==> src/asr_pkg.sv <==
package asr_pkg;

   // ************************************************************
   // register indices on the plain register port
   // ************************************************************
   localparam logic [2:0] ADDR_RCV_STAT  = 3'h0;
   localparam logic [2:0] ADDR_RCV_DATA  = 3'h1;
   localparam logic [2:0] ADDR_XMT_STAT  = 3'h2;
   localparam logic [2:0] ADDR_BAUD_CTL  = 3'h3;
   localparam logic [2:0] ADDR_DIV_LO    = 3'h4;
   localparam logic [2:0] ADDR_DIV_HI    = 3'h5;
   localparam logic [2:0] ADDR_INT_CTL   = 3'h6;

   // ************************************************************
   // field positions
   // ************************************************************
   localparam int RS_SERIAL_PORT_ENABLE   = 7;
   localparam int RS_RX9    = 6;
   localparam int RS_SREN   = 5;
   localparam int RS_CONTINUOUS_RECEIVE_ENABLE   = 4;
   localparam int RS_ADDRESS_DETECT_ENABLE  = 3;
   localparam int TX_SYNC   = 4;
   localparam int TX_HRATE  = 2;
   localparam int BC_IDLE   = 6;
   localparam int BC_WIDE   = 3;
   localparam int IC_RECEIVE_INTERRUPT_ENABLE   = 0;
   localparam int IC_PERIPHERAL_INTERRUPT_ENABLE   = 1;
   localparam int IC_GIE    = 2;
   localparam int IC_RDY    = 3;

   // ************************************************************
   // reset values, masks and timing counts
   // ************************************************************
   localparam logic [7:0] RESET_BYTE    = 8'h00;
   localparam logic [7:0] BAUD_WR_MASK  = 8'h1b;
   localparam logic [2:0] INT_ALL_EN    = 3'h7;
   localparam logic [3:0] DECIDE_TICK   = 4'h9;
   localparam logic [3:0] LAST_BIT8     = 4'h7;
   localparam logic [3:0] LAST_BIT9     = 4'h8;
   localparam logic [1:0] FIFO_FULL     = 2'h2;

   typedef enum logic [1:0] {
      ST_IDLE  = 2'b00,
      ST_START = 2'b01,
      ST_DATA  = 2'b10,
      ST_STOP  = 2'b11
   } asr_rx_e;

   typedef struct packed {
      logic       wr;
      logic       rd;
      logic [2:0] addr;
      logic [7:0] wdata;
   } asr_bus_req_s;

   typedef struct packed {
      logic rx_oe;
      logic tx_out;
      logic tx_oe;
   } asr_pins_s;

   typedef struct packed {
      logic       framing_error_status;
      logic [8:0] data;
   } asr_entry_s;

   typedef struct packed {
      logic                  sync1;
      logic                  sync2;
      logic                  prev;
      asr_rx_e               st;
      logic [3:0]            tick_cnt;
      logic [3:0]            bit_cnt;
      logic [1:0]            samp;
      logic [8:0]            shreg;
      asr_entry_s [1:0]      fifo;
      logic                  wr_ptr;
      logic                  rd_ptr;
      logic [1:0]            cnt;
      logic                  serial_port_enable;
      logic                  rx9;
      logic                  sren;
      logic                  continuous_receive_enable;
      logic                  address_detect_enable;
      logic                  overrun_flag;
      logic [7:0]            transmit_status_control;
      logic [7:0]            baud_control;
      logic [7:0]            div_lo;
      logic [7:0]            div_hi;
      logic [2:0]            intctl;
      logic [7:0]            rdata;
      logic                  rx_ready;
      logic                  irq;
      asr_pins_s             pins;
   } asr_state_s;

endpackage

==> src/asr_receiver.sv <==
// Operation
// RULE1: line sampled at sixteen ticks per bit; shift register moves once per bit.
// RULE2: finished 8 or 9 bit character goes at once into a two-entry FIFO.
// RULE3: reception runs only with continuous enable, async mode and port enable.
// RULE4: port enable forces receive pin input and transmit/clock pin output.
// RULE5: start bit high at half-bit check is dropped silently; edge search resumes.
// RULE6: each data bit decided by majority at its centre, one bit apart.
// RULE7: stop position sampled one bit later; low sets that character's frame error.
// RULE8: after stop sample the character is written and the ready flag rises.
// RULE9: reading receive data returns and removes the oldest FIFO character.
// RULE10: ready flag equals enabled and unread character present; software cannot touch.
// RULE11: interrupt only when all three enables and the ready flag are set.
// RULE12: frame error stored per entry; status shows the top unread entry.
// RULE13: frame error read-only, cleared by port disable only, never interrupts.
// RULE14: a framing error does not stop reception of following characters.
// RULE15: third complete character with FIFO full sets overrun and blocks reception.
// RULE16: overrun cleared only by clearing continuous enable or port enable.
// RULE17: nine-bit mode shifts nine bits; ninth bit shown in a status bit.
// RULE18: software reads status before data, since data read advances the FIFO.
// RULE19: address mode with nine bits stores only characters with ninth bit set.
// RULE20: software clears address mode before next stop bit, sets it after message.
// RULE21: software sets rate, port, interrupts, nine bits, address, then reception.
// RULE22: software switches a shared analog receive pin to digital first.
// RULE23: first data bit received lands in bit zero.
// RULE24: sample tick is a one-cycle pulse; receive pin passes two flip-flops.
`timescale 1ns/1ns
module asr_receiver
   import asr_pkg::*;
(
   // clock and reset
   input  wire logic          i_ref_clk,
   input  wire logic          i_reset,
   // sixteen-times bit rate tick from the baud generator
   input  wire logic          i_sample_tick,
   // receive pin level and port pin controls
   input  wire logic          i_rx_pin,
   input  wire logic          i_rx_dir_in,
   input  wire logic          i_tx_dir_in,
   input  wire logic          i_tx_latch,
   input  wire logic          i_tx_serial,
   // register port
   input  wire asr_bus_req_s  i_bus,
   output logic [7:0]         o_rdata,
   // baud generator settings
   output logic [15:0]        o_baud_div,
   output logic               o_high_rate,
   output logic               o_wide_div,
   // status and interrupt request
   output logic               o_rx_ready,
   output logic               o_irq,
   // pin drivers
   output asr_pins_s          o_pins
);

   // ************************************************************
   // helpers
   // ************************************************************
   function automatic logic maj3(input logic [2:0] s);
      maj3 = (s[0] & s[1]) | (s[0] & s[2]) | (s[1] & s[2]);
   endfunction

   function automatic logic [7:0] read_mux(input asr_state_s s,
                                            input logic [2:0] a,
                                            input asr_entry_s top);
      logic [7:0] v;
      v = RESET_BYTE;
      if (a == ADDR_RCV_STAT)
         v = {s.serial_port_enable, s.rx9, s.sren, s.continuous_receive_enable, s.address_detect_enable,
              top.framing_error_status, s.overrun_flag, top.data[8]};
      else if (a == ADDR_RCV_DATA)
         v = top.data[7:0];
      else if (a == ADDR_XMT_STAT)
         v = s.transmit_status_control;
      else if (a == ADDR_BAUD_CTL)
      begin
         v = s.baud_control;
         v[BC_IDLE] = (s.st == ST_IDLE);
      end
      else if (a == ADDR_DIV_LO)
         v = s.div_lo;
      else if (a == ADDR_DIV_HI)
         v = s.div_hi;
      else if (a == ADDR_INT_CTL)
      begin
         v[2:0] = s.intctl;
         v[IC_RDY] = s.rx_ready;
      end
      return v;
   endfunction

   asr_state_s q;
   asr_state_s d;

   // ************************************************************
   // shared decode
   // ************************************************************
   logic       rx_act;
   logic       decide;
   logic       maj;
   logic       done;
   logic       accept;
   logic       addr_drop;
   logic       pop;
   logic       push;
   logic       full;
   logic [8:0] char9;
   asr_entry_s top;

   assign rx_act = q.serial_port_enable & q.continuous_receive_enable & ~q.transmit_status_control[TX_SYNC]; // [RULE3]
   assign decide = i_sample_tick && (q.tick_cnt == DECIDE_TICK); // [RULE1]
   // three samples around the bit centre, the newest still in the sync
   assign maj    = maj3({q.samp, q.sync2}); // [RULE6]
   // a disable in the stop cycle drops the character, so overrun stays clear
   assign done   = decide && (q.st == ST_STOP) && rx_act;
   assign top    = q.fifo[q.rd_ptr];
   // 8-bit characters sit one place high in the shifter
   assign char9  = q.rx9 ? q.shreg : {1'b0, q.shreg[8:1]}; // [RULE23]
   assign addr_drop = q.address_detect_enable & q.rx9 & ~char9[8]; // [RULE19]
   assign accept = done & ~q.overrun_flag & ~addr_drop; // [RULE15]
   assign pop    = i_bus.rd && (i_bus.addr == ADDR_RCV_DATA)
                   && (q.cnt != 2'h0); // [RULE9]
   // a read in the same cycle frees a slot for the new character
   assign full   = (q.cnt == FIFO_FULL) && !pop;
   assign push   = accept && !full; // [RULE8]

   // ************************************************************
   // next state
   // ************************************************************
   always_comb
   begin
      d = q;
      d.sync1 = i_rx_pin; // [RULE24]
      d.sync2 = q.sync1;
      d.prev  = q.sync2;
      if (i_sample_tick)
         d.samp = {q.samp[0], q.sync2};
      if (q.st != ST_IDLE && i_sample_tick)
         d.tick_cnt = q.tick_cnt + 4'h1; // [RULE1]

      case (q.st)
         ST_IDLE:
         begin
            if (rx_act && q.prev && !q.sync2)
            begin
               d.st       = ST_START;
               d.tick_cnt = 4'h0;
            end
         end
         ST_START:
         begin
            if (decide)
            begin
               if (maj)
                  d.st = ST_IDLE; // [RULE5]
               else
               begin
                  d.st      = ST_DATA;
                  d.bit_cnt = 4'h0;
               end
            end
         end
         ST_DATA:
         begin
            if (decide)
            begin
               d.shreg   = {maj, q.shreg[8:1]}; // [RULE6] [RULE23]
               d.bit_cnt = q.bit_cnt + 4'h1;
               if (q.bit_cnt == (q.rx9 ? LAST_BIT9 : LAST_BIT8))
                  d.st = ST_STOP; // [RULE17]
            end
         end
         ST_STOP:
         begin
            // back to idle whatever the stop level was
            if (decide)
               d.st = ST_IDLE; // [RULE14]
         end
         default:
            d.st = ST_IDLE;
      endcase
      if (!rx_act)
         d.st = ST_IDLE; // [RULE3]

      // fifo write and read
      if (push)
      begin
         d.fifo[q.wr_ptr].data = char9; // [RULE2]
         d.fifo[q.wr_ptr].framing_error_status = ~maj; // [RULE7] [RULE12]
         d.wr_ptr = ~q.wr_ptr;
      end
      if (pop)
         d.rd_ptr = ~q.rd_ptr; // [RULE9]
      d.cnt = q.cnt + {1'b0, push} - {1'b0, pop};

      if (accept && full)
         d.overrun_flag = 1'b1; // [RULE15]

      // register writes
      if (i_bus.wr)
      begin
         if (i_bus.addr == ADDR_RCV_STAT)
         begin
            d.serial_port_enable  = i_bus.wdata[RS_SERIAL_PORT_ENABLE];
            d.rx9   = i_bus.wdata[RS_RX9];
            d.sren  = i_bus.wdata[RS_SREN];
            d.continuous_receive_enable  = i_bus.wdata[RS_CONTINUOUS_RECEIVE_ENABLE];
            d.address_detect_enable = i_bus.wdata[RS_ADDRESS_DETECT_ENABLE];
         end
         else if (i_bus.addr == ADDR_XMT_STAT)
            d.transmit_status_control = i_bus.wdata;
         else if (i_bus.addr == ADDR_BAUD_CTL)
            d.baud_control = i_bus.wdata & BAUD_WR_MASK;
         else if (i_bus.addr == ADDR_DIV_LO)
            d.div_lo = i_bus.wdata;
         else if (i_bus.addr == ADDR_DIV_HI)
            d.div_hi = i_bus.wdata;
         else if (i_bus.addr == ADDR_INT_CTL)
            d.intctl = i_bus.wdata[2:0];
      end

      // a disable is a level, so it keeps the flag down while held
      if (!q.continuous_receive_enable || !q.serial_port_enable)
         d.overrun_flag = 1'b0; // [RULE16]
      // port disable resets the receive path, frame errors included
      if (!q.serial_port_enable)
      begin
         d.fifo   = '0; // [RULE13]
         d.wr_ptr = 1'b0;
         d.rd_ptr = 1'b0;
         d.cnt    = 2'h0;
      end

      d.rdata = i_bus.rd ? read_mux(q, i_bus.addr, top) : RESET_BYTE;
      d.rx_ready = rx_act && (q.cnt != 2'h0); // [RULE10]
      // the frame error bit never feeds the request
      d.irq = rx_act && (q.cnt != 2'h0)
              && (q.intctl == INT_ALL_EN); // [RULE11] [RULE13]

      d.pins.rx_oe  = q.serial_port_enable ? 1'b0 : ~i_rx_dir_in; // [RULE4]
      d.pins.tx_oe  = q.serial_port_enable ? 1'b1 : ~i_tx_dir_in; // [RULE4]
      d.pins.tx_out = q.serial_port_enable ? i_tx_serial : i_tx_latch;
   end

   always_ff @(posedge i_ref_clk)
   begin
      if (i_reset)
         q <= '0;
      else
         q <= d;
   end

   // ************************************************************
   // outputs
   // ************************************************************
   assign o_rdata     = q.rdata;
   assign o_baud_div  = {q.div_hi, q.div_lo};
   assign o_high_rate = q.transmit_status_control[TX_HRATE];
   assign o_wide_div  = q.baud_control[BC_WIDE];
   assign o_rx_ready  = q.rx_ready;
   assign o_irq       = q.irq;
   assign o_pins      = q.pins;
endmodule

==> config.mk <==
export PLATFORM = sky130hd
export DESIGN_NAME = asr_receiver
export DESIGN_NICKNAME = d
export VERILOG_FILES = /design/src/asr_pkg.sv /design/src/asr_receiver.sv
export SDC_FILE = /design/constraint.sdc
export NUM_CORES = 1
export LEC_CHECK = 0
export BUFFER_PORTS_ARGS = -buffer_cell sky130_fd_sc_hd__buf_4
export CORE_ASPECT_RATIO = 0.5
export CORE_MARGIN = 4
export CORE_UTILIZATION = 53
export DETAILED_ROUTE_END_ITERATION = 10
export PLACE_DENSITY = 0.87
export SLEW_MARGIN = 30
export SYNTH_ARGS = -nofsm -noshare
export SYNTH_HDL_FRONTEND = slang
export SYNTH_SLANG_ARGS = --single-unit
==> constraint.sdc <==
create_clock -name i_ref_clk -period 2.3 [get_ports i_ref_clk]
set_clock_uncertainty 0.2 [all_clocks]
set_input_delay 0.115 -clock i_ref_clk [delete_from_list [all_inputs] [get_ports i_ref_clk]]
set_output_delay 0.115 -clock i_ref_clk [all_outputs]
set_load 0.01 [all_outputs]
==> results.json, run 1 <==
{
  "status": "finished, violations left",
  "violations": "negative setup slack",
  "crit_family": "simple AND/OR/NAND/NOR gates",
  "synth_compound_area_frac": 0.09819,
  "period_share": 1.040,
  "ff2ff_path_depth": 9,
  "p_total_mw": 3.745,
  "relSlewSlack": 0.6067,
  "ctsLongestPathBuffers": 2,
  "viasPerCell": 6.012,
  "avgRoutedWirePerCell_um": 18.55,
  "fin_crit_ps": 2393,
  "synth_top_cell_area_share": 0.4289,
  "cp.arrival_ps": 2440,
  "p_clk_frac": 0.470,
  "drt_iter0_markers": 501,
  "multi_input_area_mm2": 0.002306,
  "netlist_instances": 509,
  "max_stage_delay_ps": 490,
  "cp-start-kind": "flop",
  "r2r-end": "q[55]",
  "slew_violations": 0,
  "synth-seq-cells": 98,
  "peakVddDrop_uv": 443.8,
  "min_to": "q[49]",
  "crit_fanout": 8,
  "synth_area_leaders": "dfxtp_1 (43%), mux2i_1 (11%), nand2_1 (8.0%)",
  "antenna_found_initial": 0,
  "tns_ps": -92.95,
  "required_ps": 2340,
  "combPwrFrac": 0.067,
  "endpoint_kind": "flop",
  "core_mm2": 0.008202,
  "synth_cell_type_count": 49,
  "grt.total_usage": 0.2360,
  "final_area_mm2": 0.005458,
  "routed_wirelength_um": 12370,
  "drc_errors": 0,
  "htree_levels": 3,
  "cts_tree": "built",
  "fin_nets": 577,
  "max_freq_mhz": 417.9,
  "synth_top_family_by_area": "simple AND/OR/NAND/NOR gates",
  "min_path_type": "primary input to flop",
  "whs_path_depth": 2,
  "grt_pass1_wl_um": 19230,
  "syn_area_mm2": 0.004574,
  "rsz0062_at_grt": "yes",
  "syn_area_per_cell_um2": 8.987,
  "dpl.hpwl_um": 7526,
  "setup_viol": 1,
  "drv_cap": 0,
  "synth-edff-count": 0,
  "num_vias": 4010,
  "synth-simple-area-share": 0.2027,
  "syn_nets": 536,
  "cts_inserted_buffers": 9,
  "area_growth_pct": 19.31,
  "path_common_cell": "ha_4",
  "power_leakage_nw": 2.256,
  "synthTopCellsByCount": "dfxtp_1 (98), nand2_1 (98), mux2i_1 (51)",
  "grt_overflow_total": 0,
  "critPathKind": "flop to flop",
  "p_seq_frac": 0.462,
  "synthAdderAreaFrac": 0.01860,
  "clock_sinks": 98,
  "die-area_mm2": 0.01027,
  "synth_top_cell_by_area": "dfxtp_1",
  "cts-root-buf": "clkbuf_16",
  "antenna_cells_inserted": 0,
  "p_switching_uw": 798.8,
  "synth_flop_cell": "dfxtp_1",
  "swShare": 0.2133,
  "crit_chain": "nand3b_1 -> nor4_4 -> nand2_2 -> ha_4 -> inv_2 -> ha_4 -> xor2_2 -> xnor2_1 -> nor2_1",
  "hp-start": "i_reset",
  "hold_viol": 0,
  "pin_count": 52,
  "ys_seq_area_frac": 0.4289,
  "dpl_cell_area_mm2": 0.004860,
  "routabilityCongestion": 0.8570,
  "fill_cells": 555,
  "synth_warnings": 0,
  "grt_pass1_vias": 3758,
  "start_util": 0.5577,
  "portBuffers": 51,
  "grt_max_degree": 57,
  "synth.area.mux_share": 0.1584,
  "power_density_mw_per_mm2": 686.2,
  "worst_slack_ps": -92.95,
  "async_flop_share": 0,
  "drive_gt1_frac": 0.2054,
  "dr.pass1.iters": 6,
  "seq_area_mm2": 0.001967,
  "antenna_left": 0,
  "regToRegSetupSlack_ps": -90,
  "power.internal_mw": 2.946,
  "worst_slew_pin_slew_ps": 589.9,
  "clkLatencyLatePin_ps": 350,
  "crit_buf_inv": 1,
  "placementRows": 23,
  "synthXorXnorAreaFrac": 0.01532,
  "die_w_um": 139.4,
  "crit_slowest_cell": "dfxtp_1",
  "clkSlewWorstSetupHoldPaths_ps": 70,
  "chipHeight_um": 73.69
}
-- worst reg2reg max path, stage by stage (launching register included) --
cell and delay (ps):
dfxtp_1 490, nand3b_1 190, nor4_4 370, nand2_2 140
ha_4 300, inv_2 50, ha_4 160, xor2_2 180
xnor2_1 150, nor2_1 60
-- power groups by stage --
stage | Combinational (mW) | Sequential (mW) | Clock [mW]
after global placement | 0.212 | 1.77 | 0
final | 0.253 | 1.73 | 1.76
after CTS | 0.242 | 1.73 | 1.77
after floorplan | 0.139 | 1.77 | 0
after detailed placement | 0.217 | 1.77 | 0
after global routing | 0.268 | 1.73 | 1.84
-- cell usage in the layout, fill, tap and decap left out, types with 3 or more instances in the layout --
cell type / count
nand2b_1: 5
ha_1: 3
a21oi_1: 36
bufinv_16: 3
mux2i_1: 51
xnor2_1: 4
nand2_1: 97
and2_1: 3
nand3_1: 7
ha_4: 3
nor2_1: 41
dfxtp_1: 96
inv_1: 4
dlygate4sd3_1: 17
nor2b_1: 14
o2bb2ai_1: 5
or3_1: 3
nand3b_1: 5
buf_4: 66
o21ai_0: 13
mux2_2: 15
a211oi_1: 4
xor2_1: 3
clkbuf_16: 9
nor3_1: 5
-- area by class of cell --
type                       instances  area share
clock buffer                      11     0.04631
inverter                           7    0.004814
tap                              112     0.02568
timing repair buffer              83      0.1220
clock inverter                     5     0.01834
sequential                        98      0.3604
multi-input combinational        351      0.4225
-- layer usage --
metal,wire length (um),global-route usage
met5,0,0
met2,5898,0.4155
met4,472,0.07375
met3,1085,0.06437
met1,4917,0.2866
-- flip-flops by register name, indices dropped and copies added, names as in the netlist, named ones only --
name         flops
o_rx_ready       1
d                2
o_rdata          8
o_wide_div       1
q               64
o_irq            1
o_pins           3
o_high_rate      1
o_baud_div      16
-- logic make-up (layout without fill, tap and decap cells) --
family | after synthesis | after routing
buffers and inverters | 60 | 106
flip-flops | 98 | 98
XOR/XNOR | 8 | 8
multiplexers | 68 | 68
AND/OR/NAND/NOR | 194 | 194
adder cells (fa/ha/maj) | 7 | 7
AO/OA/AOI/OAI | 74 | 74
-- worst max-delay path by stage --
stage | depth (start not counted) | from | slack (ps) | endpoint
2_1_floorplan | 10 | q[93] | 110 | q[55]
3_3_place_gp | 10 | q[93] | 140 | q[55]
3_5_place_dp | 10 | q[93] | -10 | q[55]
4_1_cts | 11 | q[94] | 2 | q[55]
5_1_grt | 11 | q[94] | -190 | q[55]
6_report | 9 | flop | -90 | q[55]
-- stage by stage --
stage	cells	utilization	worst slack [ps]	hold slack, ps
finish	667	0.6654	-92.95	51.50
global placement	631	0.5925	136.8	75.32
floorplan	509	-	110.1	-8.206
CTS	664	0.6568	2.382	50.61
global route	667	0.6654	-191.6	72.40
detailed placement	631	0.5925	-11.94	78.44
-- timing repair --
item / CTS / global route
gates resized for setup: 2 / 10
hold endpoints to repair: 46 / 0
endpoints found under the setup margin: 1 / 2
pin swaps: 0 / 6
setup buffers: 0 / 3
hold buffers: 17 / 0
(Power assumes the default switching activity.)
==> run 2: changes to the inputs <==
- CORE_UTILIZATION: 53 -> 58
- PLACE_DENSITY: 0.87 -> 0.9
- RECOVER_POWER: default -> 50
- clock period: 2.3 -> 2.35 ns (I/O delays scaled with it)
==> run 2 against run 1 <==
  * The run still ends with negative setup slack left
  * Count of clock-buffer cells in the layout increased by 2
  * Sequential power about the same
  * Final cell count increased by 0.60%
  * Sequential cell count unchanged
  * Register-to-register slack improved by 60 ps
  * Global-route usage increased by 3.5 points
  * Sequential share of layout area increased by 0.70 points
  * Utilization increased by 4.9 points
  * Largest cell class unchanged
  * Largest power group is now sequential cells
==> results.json, run 2 (synthesis gave the netlist of run 1 again) <==
{
  "fin_nets": 585,
  "grt_max_degree": 35,
  "start_util": 0.6110,
  "cts_inserted_buffers": 9,
  "antenna_cells_inserted": 0,
  "wl_met1_um": 5218,
  "hold-worst-slack_ps": 78.49,
  "p_total_mw": 3.486,
  "instances_no_fill": 671,
  "avgRoutedWirePerCell_um": 20.74,
  "grt_pass1_vias": 3898,
  "hp-start": "i_bus[10]",
  "dr_wl_met3_um": 1396,
  "whs_path_depth": 3,
  "worst_slack_ps": -34.32,
  "regMostFlops": "q",
  "tns_ps": -34.32,
  "clkSlewWorstSetupHoldPaths_ps": 70,
  "antenna_left": 0,
  "setup_viol": 1,
  "cp-start-kind": "flop",
  "violations": "negative setup slack",
  "grt_overflow_total": 0,
  "power_density_mw_per_mm2": 651.6,
  "final_common_cell": "nand2_1",
  "max_freq_mhz": 419.4,
  "clock_sinks": 98,
  "critPathKind": "flop to flop",
  "pin_count": 52,
  "relSlewSlack": 0.5414,
  "cts_tree": "built",
  "largest_reg_flops": 64,
  "fill_cells": 495,
  "placementRows": 22,
  "die_w_um": 133.6,
  "slew_violations": 0,
  "grt.total_usage": 0.2706,
  "area_growth_pct": 16.96,
  "required_ps": 2400,
  "routabilityCongestion": 0.9128,
  "routed_wirelength_um": 13920,
  "utilization": 0.7146,
  "worst_slew_pin_slew_ps": 687.9,
  "peakVddDrop_uv": 389.2,
  "ctsLongestPathBuffers": 2,
  "cp.arrival_ps": 2440,
  "min_path_type": "primary input to flop",
  "drive_gt1_frac": 0.1474,
  "topRoutingLayerUsed": "met4",
  "crit_fanout": 8,
  "num_vias": 4157,
  "endpoint_kind": "flop",
  "dpl.hpwl_um": 7436,
  "antenna_found_initial": 0,
  "htree_levels": 3,
  "dr_wl_met2_um": 6517,
  "place_inst": 630,
  "core_mm2": 0.007487,
  "status": "finished, violations left",
  "layout_common_cells": "nand2_1 (97), dfxtp_1 (95), mux2i_1 (51), nor2_1 (41), a21oi_1 (36)",
  "viasPerCell": 6.195,
  "grt_pass1_wl_um": 20070,
  "fin_crit_ps": 2384,
  "power_leakage_nw": 2.152,
  "portBuffers": 51,
  "drt_iter0_markers": 725,
  "drc_errors": 0,
  "dr.pass1.iters": 6,
  "hold_viol": 0,
  "drv_cap": 0,
  "cts-root-buf": "clkbuf_16",
  "ff2ff_path_depth": 9,
  "clkLatencyLatePin_ps": 350,
  "chipHeight_um": 70.80,
  "period_share": 1.015,
  "die-area_mm2": 0.009458
}
## run 2: worst paths after layout
check	endpoint	slack, ps
max	q[55]	-30
max reg2reg	q[55]	-30
min reg2reg	d[99]	260
min	o_rdata[6]	80
## run 2: area by class of cell
| cell class | count | area, um^2 | share of cell area |
|---|---|---|---|
| timing repair buffer | 91 | 623.1 | 0.1165 |
| inverter | 7 | 26.28 | 0.004911 |
| clock inverter | 3 | 47.55 | 0.008887 |
| tap | 108 | 135.1 | 0.02526 |
| clock buffer | 13 | 260.3 | 0.04864 |
| multi-input combinational | 351 | 2292 | 0.4284 |
| sequential | 98 | 1966 | 0.3674 |
## run 2: timing repair
action | CTS | global route
hold buffers | 21 | 0
buffers inserted | 1 | 3
endpoints found under the setup margin | 1 | 2
endpoints found under the hold margin | 55 | 0
resized for setup | 0 | 11
pin swaps | 2 | 3
gates cloned | 0 | 0
## run 2: power by group
group          switching [mW]  total (mW)  internal (mW)
logic                   0.152       0.257          0.105
clock network           0.645        1.53          0.889
registers              0.0135        1.70           1.68
total                   0.810        3.49           2.68
## run 2: routing by layer
layer | vias to the layer above | track usage
li1 | 1813 | -
met1 | 1933 | 0.3102
met2 | 320 | 0.4770
met3 | 91 | 0.07528
met4 | 0 | 0.1243
met5 | - | 0
## run 2: through the flow
step | cell area [um^2] | setup slack, ps
floorplan | 4574 | 21.20
global placement | 4890 | 81.81
detailed placement | 4890 | -44.33
CTS | 5415 | 68.11
global route | 5350 | -22.15
finish | 5350 | -34.32
## run 2: worst max-delay path: stages (launching register included)
cell	delay (ps)
dfxtp_2	420
nand3b_1	190
nor4_4	340
nand2_1	130
ha_1	320
inv_1	100
ha_1	190
xor2_1	200
xnor2_1	140
nor2_1	60
==> run 3: changes to the inputs <==
- CORE_UTILIZATION: 58 -> 55
- PLACE_DENSITY: 0.9 -> 0.87
- SKIP_LAST_GASP: default -> 1
==> run 3 against run 2 <==
  * The run ends with negative hold slack, negative setup slack left
  * Wire length decreased by 7.9%
  * Utilization fell by 5.6 points
  * Count of clock-buffer cells in the layout is the same
  * Sequential cell count did not move
  * Combinational power down 7.8%
  * Sequential share of layout area is 0.29 points higher
  * Sequential power about the same
  * First-iteration DRC count fell by 41%
  * Maximum frequency fell by 1.2%
  * Clock power barely moved
  * Final cell count up 0.15%
  * Register-to-register slack got worse by 30 ps
==> results.json, run 3 (synthesis gave the netlist of run 1 again) <==
{
  "status": "finished, violations left",
  "violations": "negative hold slack, negative setup slack",
  "pre_cts_slack_ps": -71.83,
  "cts_inserted_buffers": 9,
  "required_ps": 2390,
  "crit_buf_inv": 2,
  "hold-worst-slack_ps": -4.297,
  "clkSlewWorstSetupHoldPaths_ps": 70,
  "ff2ff_path_depth": 11,
  "fill_cells": 569,
  "routabilityCongestion": 0.8836,
  "cp-startpoint": "q[94]",
  "drt_iter0_markers": 427,
  "rsz0062_at_grt": "yes",
  "min_path_type": "primary input to flop",
  "avgRoutedWirePerCell_um": 19.08,
  "placementRows": 23,
  "critical_path_depth": 11,
  "num_vias": 4047,
  "drive_gt1_frac": 0.1431,
  "fin_crit_ps": 2413,
  "crit_fanout": 3,
  "tns_ps": -62.82,
  "power_density_mw_per_mm2": 656.7,
  "drc_errors": 0,
  "start_util": 0.5677,
  "grt.total_usage": 0.2551,
  "period_share": 1.027,
  "p_total_mw": 3.486,
  "crit_family": "simple AND/OR/NAND/NOR gates",
  "rr_startpoint": "q[94]",
  "max_freq_mhz": 414.5,
  "antenna_found_initial": 1,
  "crit_slowest_cell": "dfxtp_2",
  "core_mm2": 0.008058,
  "critPathKind": "flop to flop",
  "dpl_cell_area_mm2": 0.004882,
  "clkLatencyLatePin_ps": 350,
  "slew_violations": 0,
  "relSlewSlack": 0.2338,
  "antenna_left": 0,
  "regMostFlops": "q",
  "seq_area_mm2": 0.001966,
  "pin_count": 52,
  "whs_path_depth": 2,
  "cp-start-kind": "flop",
  "viasPerCell": 6.022,
  "final_area_mm2": 0.005309,
  "grt_pass1_wl_um": 19520,
  "dpl.hpwl_um": 7308,
  "clock_sinks": 98,
  "worst_slew_pin_slew_ps": 1149,
  "htree_levels": 3,
  "grt_max_degree": 35,
  "worst_slack_ps": -62.82,
  "max_stage_delay_ps": 340,
  "endpoint_kind": "flop",
  "drv_cap": 0,
  "grt_pass1_vias": 3830,
  "crit_chain": "inv_2 -> ha_4 -> nand4b_4 -> nor4_4 -> nand2_2 -> ha_4 -> inv_2 -> ha_4 -> xor2_2 -> xnor2_1 -> nor2_1",
  "layout_common_cells": "nand2_1 (97), dfxtp_1 (95), mux2i_1 (51), nor2_1 (41), a21oi_1 (36)",
  "multi_input_area_mm2": 0.002288,
  "largest_reg_flops": 64,
  "hp-start": "i_bus[9]",
  "routed_wirelength_um": 12820,
  "chipHeight_um": 72.49,
  "cts-root-buf": "clkbuf_16",
  "dr.pass1.iters": 5,
  "hold_viol": 1,
  "die_w_um": 137.0,
  "cts_tree": "built",
  "fin_nets": 582,
  "peakVddDrop_uv": 354.7,
  "grt_overflow_total": 0,
  "die-area_mm2": 0.009929,
  "area_growth_pct": 16.06,
  "power_leakage_nw": 2.114,
  "path_common_cell": "ha_4",
  "ctsLongestPathBuffers": 2,
  "final_common_cell": "nand2_1",
  "portBuffers": 51,
  "setup_viol": 1,
  "cp.arrival_ps": 2460
}
## run 3: cell types whose count changed in the layout (fill, tap and decap cells not counted), sizes merged
cell,previous run,this run
buf,36,35
clkinv,3,2
diode,0,1
dlygate4sd3,21,19
## run 3: worst reg2reg max path: stages (launching register included)
cell	delay, ps
dfxtp_2	340
inv_2	80
ha_4	150
nand4b_4	120
nor4_4	340
nand2_2	130
ha_4	290
inv_2	50
ha_4	160
xor2_2	180
xnor2_1	190
nor2_1	70
## run 3: final timing paths
kind,endpoint,slack [ps]
worst max-delay path,q[55],-60
worst min-delay path,o_rdata[6],-4
worst max register to register,q[55],-60
worst min register to register,q[78],250
## run 3: through the flow
stage / std cells / utilization
floorplan: 509 / -
global placement: 634 / 0.6059
detailed placement: 634 / 0.6059
CTS: 668 / 0.6677
global route: 672 / 0.6589
finish: 672 / 0.6589
## run 3: metal layers
| layer | track usage | wire length (um) | up-vias |
|---|---|---|---|
| met5 | 0 | 0 | - |
| met4 | 0.1416 | 762 | 0 |
| met3 | 0.07410 | 1244 | 82 |
| met2 | 0.4194 | 5935 | 267 |
| met1 | 0.3033 | 4879 | 1899 |
| li1 | - | - | 1799 |
## run 3: final cells by class
cell class              count  share of cell area
diodes                      1           0.0004714
repair buffers             88              0.1094
well taps                 112             0.02640
inverters                   7            0.004949
multi-input cells         351              0.4311
clock inverters             2            0.006599
clock buffers              13             0.05091
flip-flops and latches     98              0.3703
## run 3: timing repair
action | in CTS | in global routing
gates cloned | 0 | 0
hold buffers | 19 | 0
gates resized for setup | 1 | 11
pin swaps | 1 | 6
hold endpoints to repair | 56 | 0
setup endpoints to repair | 1 | 1
setup buffers | 0 | 3
## run 3: where the power goes
| group | total (mW) | internal (mW) | leakage (nW) | switching (mW) |
|---|---|---|---|---|
| clock network | 1.55 | 0.906 | 0.152 | 0.648 |
| logic | 0.237 | 0.0993 | 1.17 | 0.138 |
| registers | 1.69 | 1.68 | 0.794 | 0.0130 |
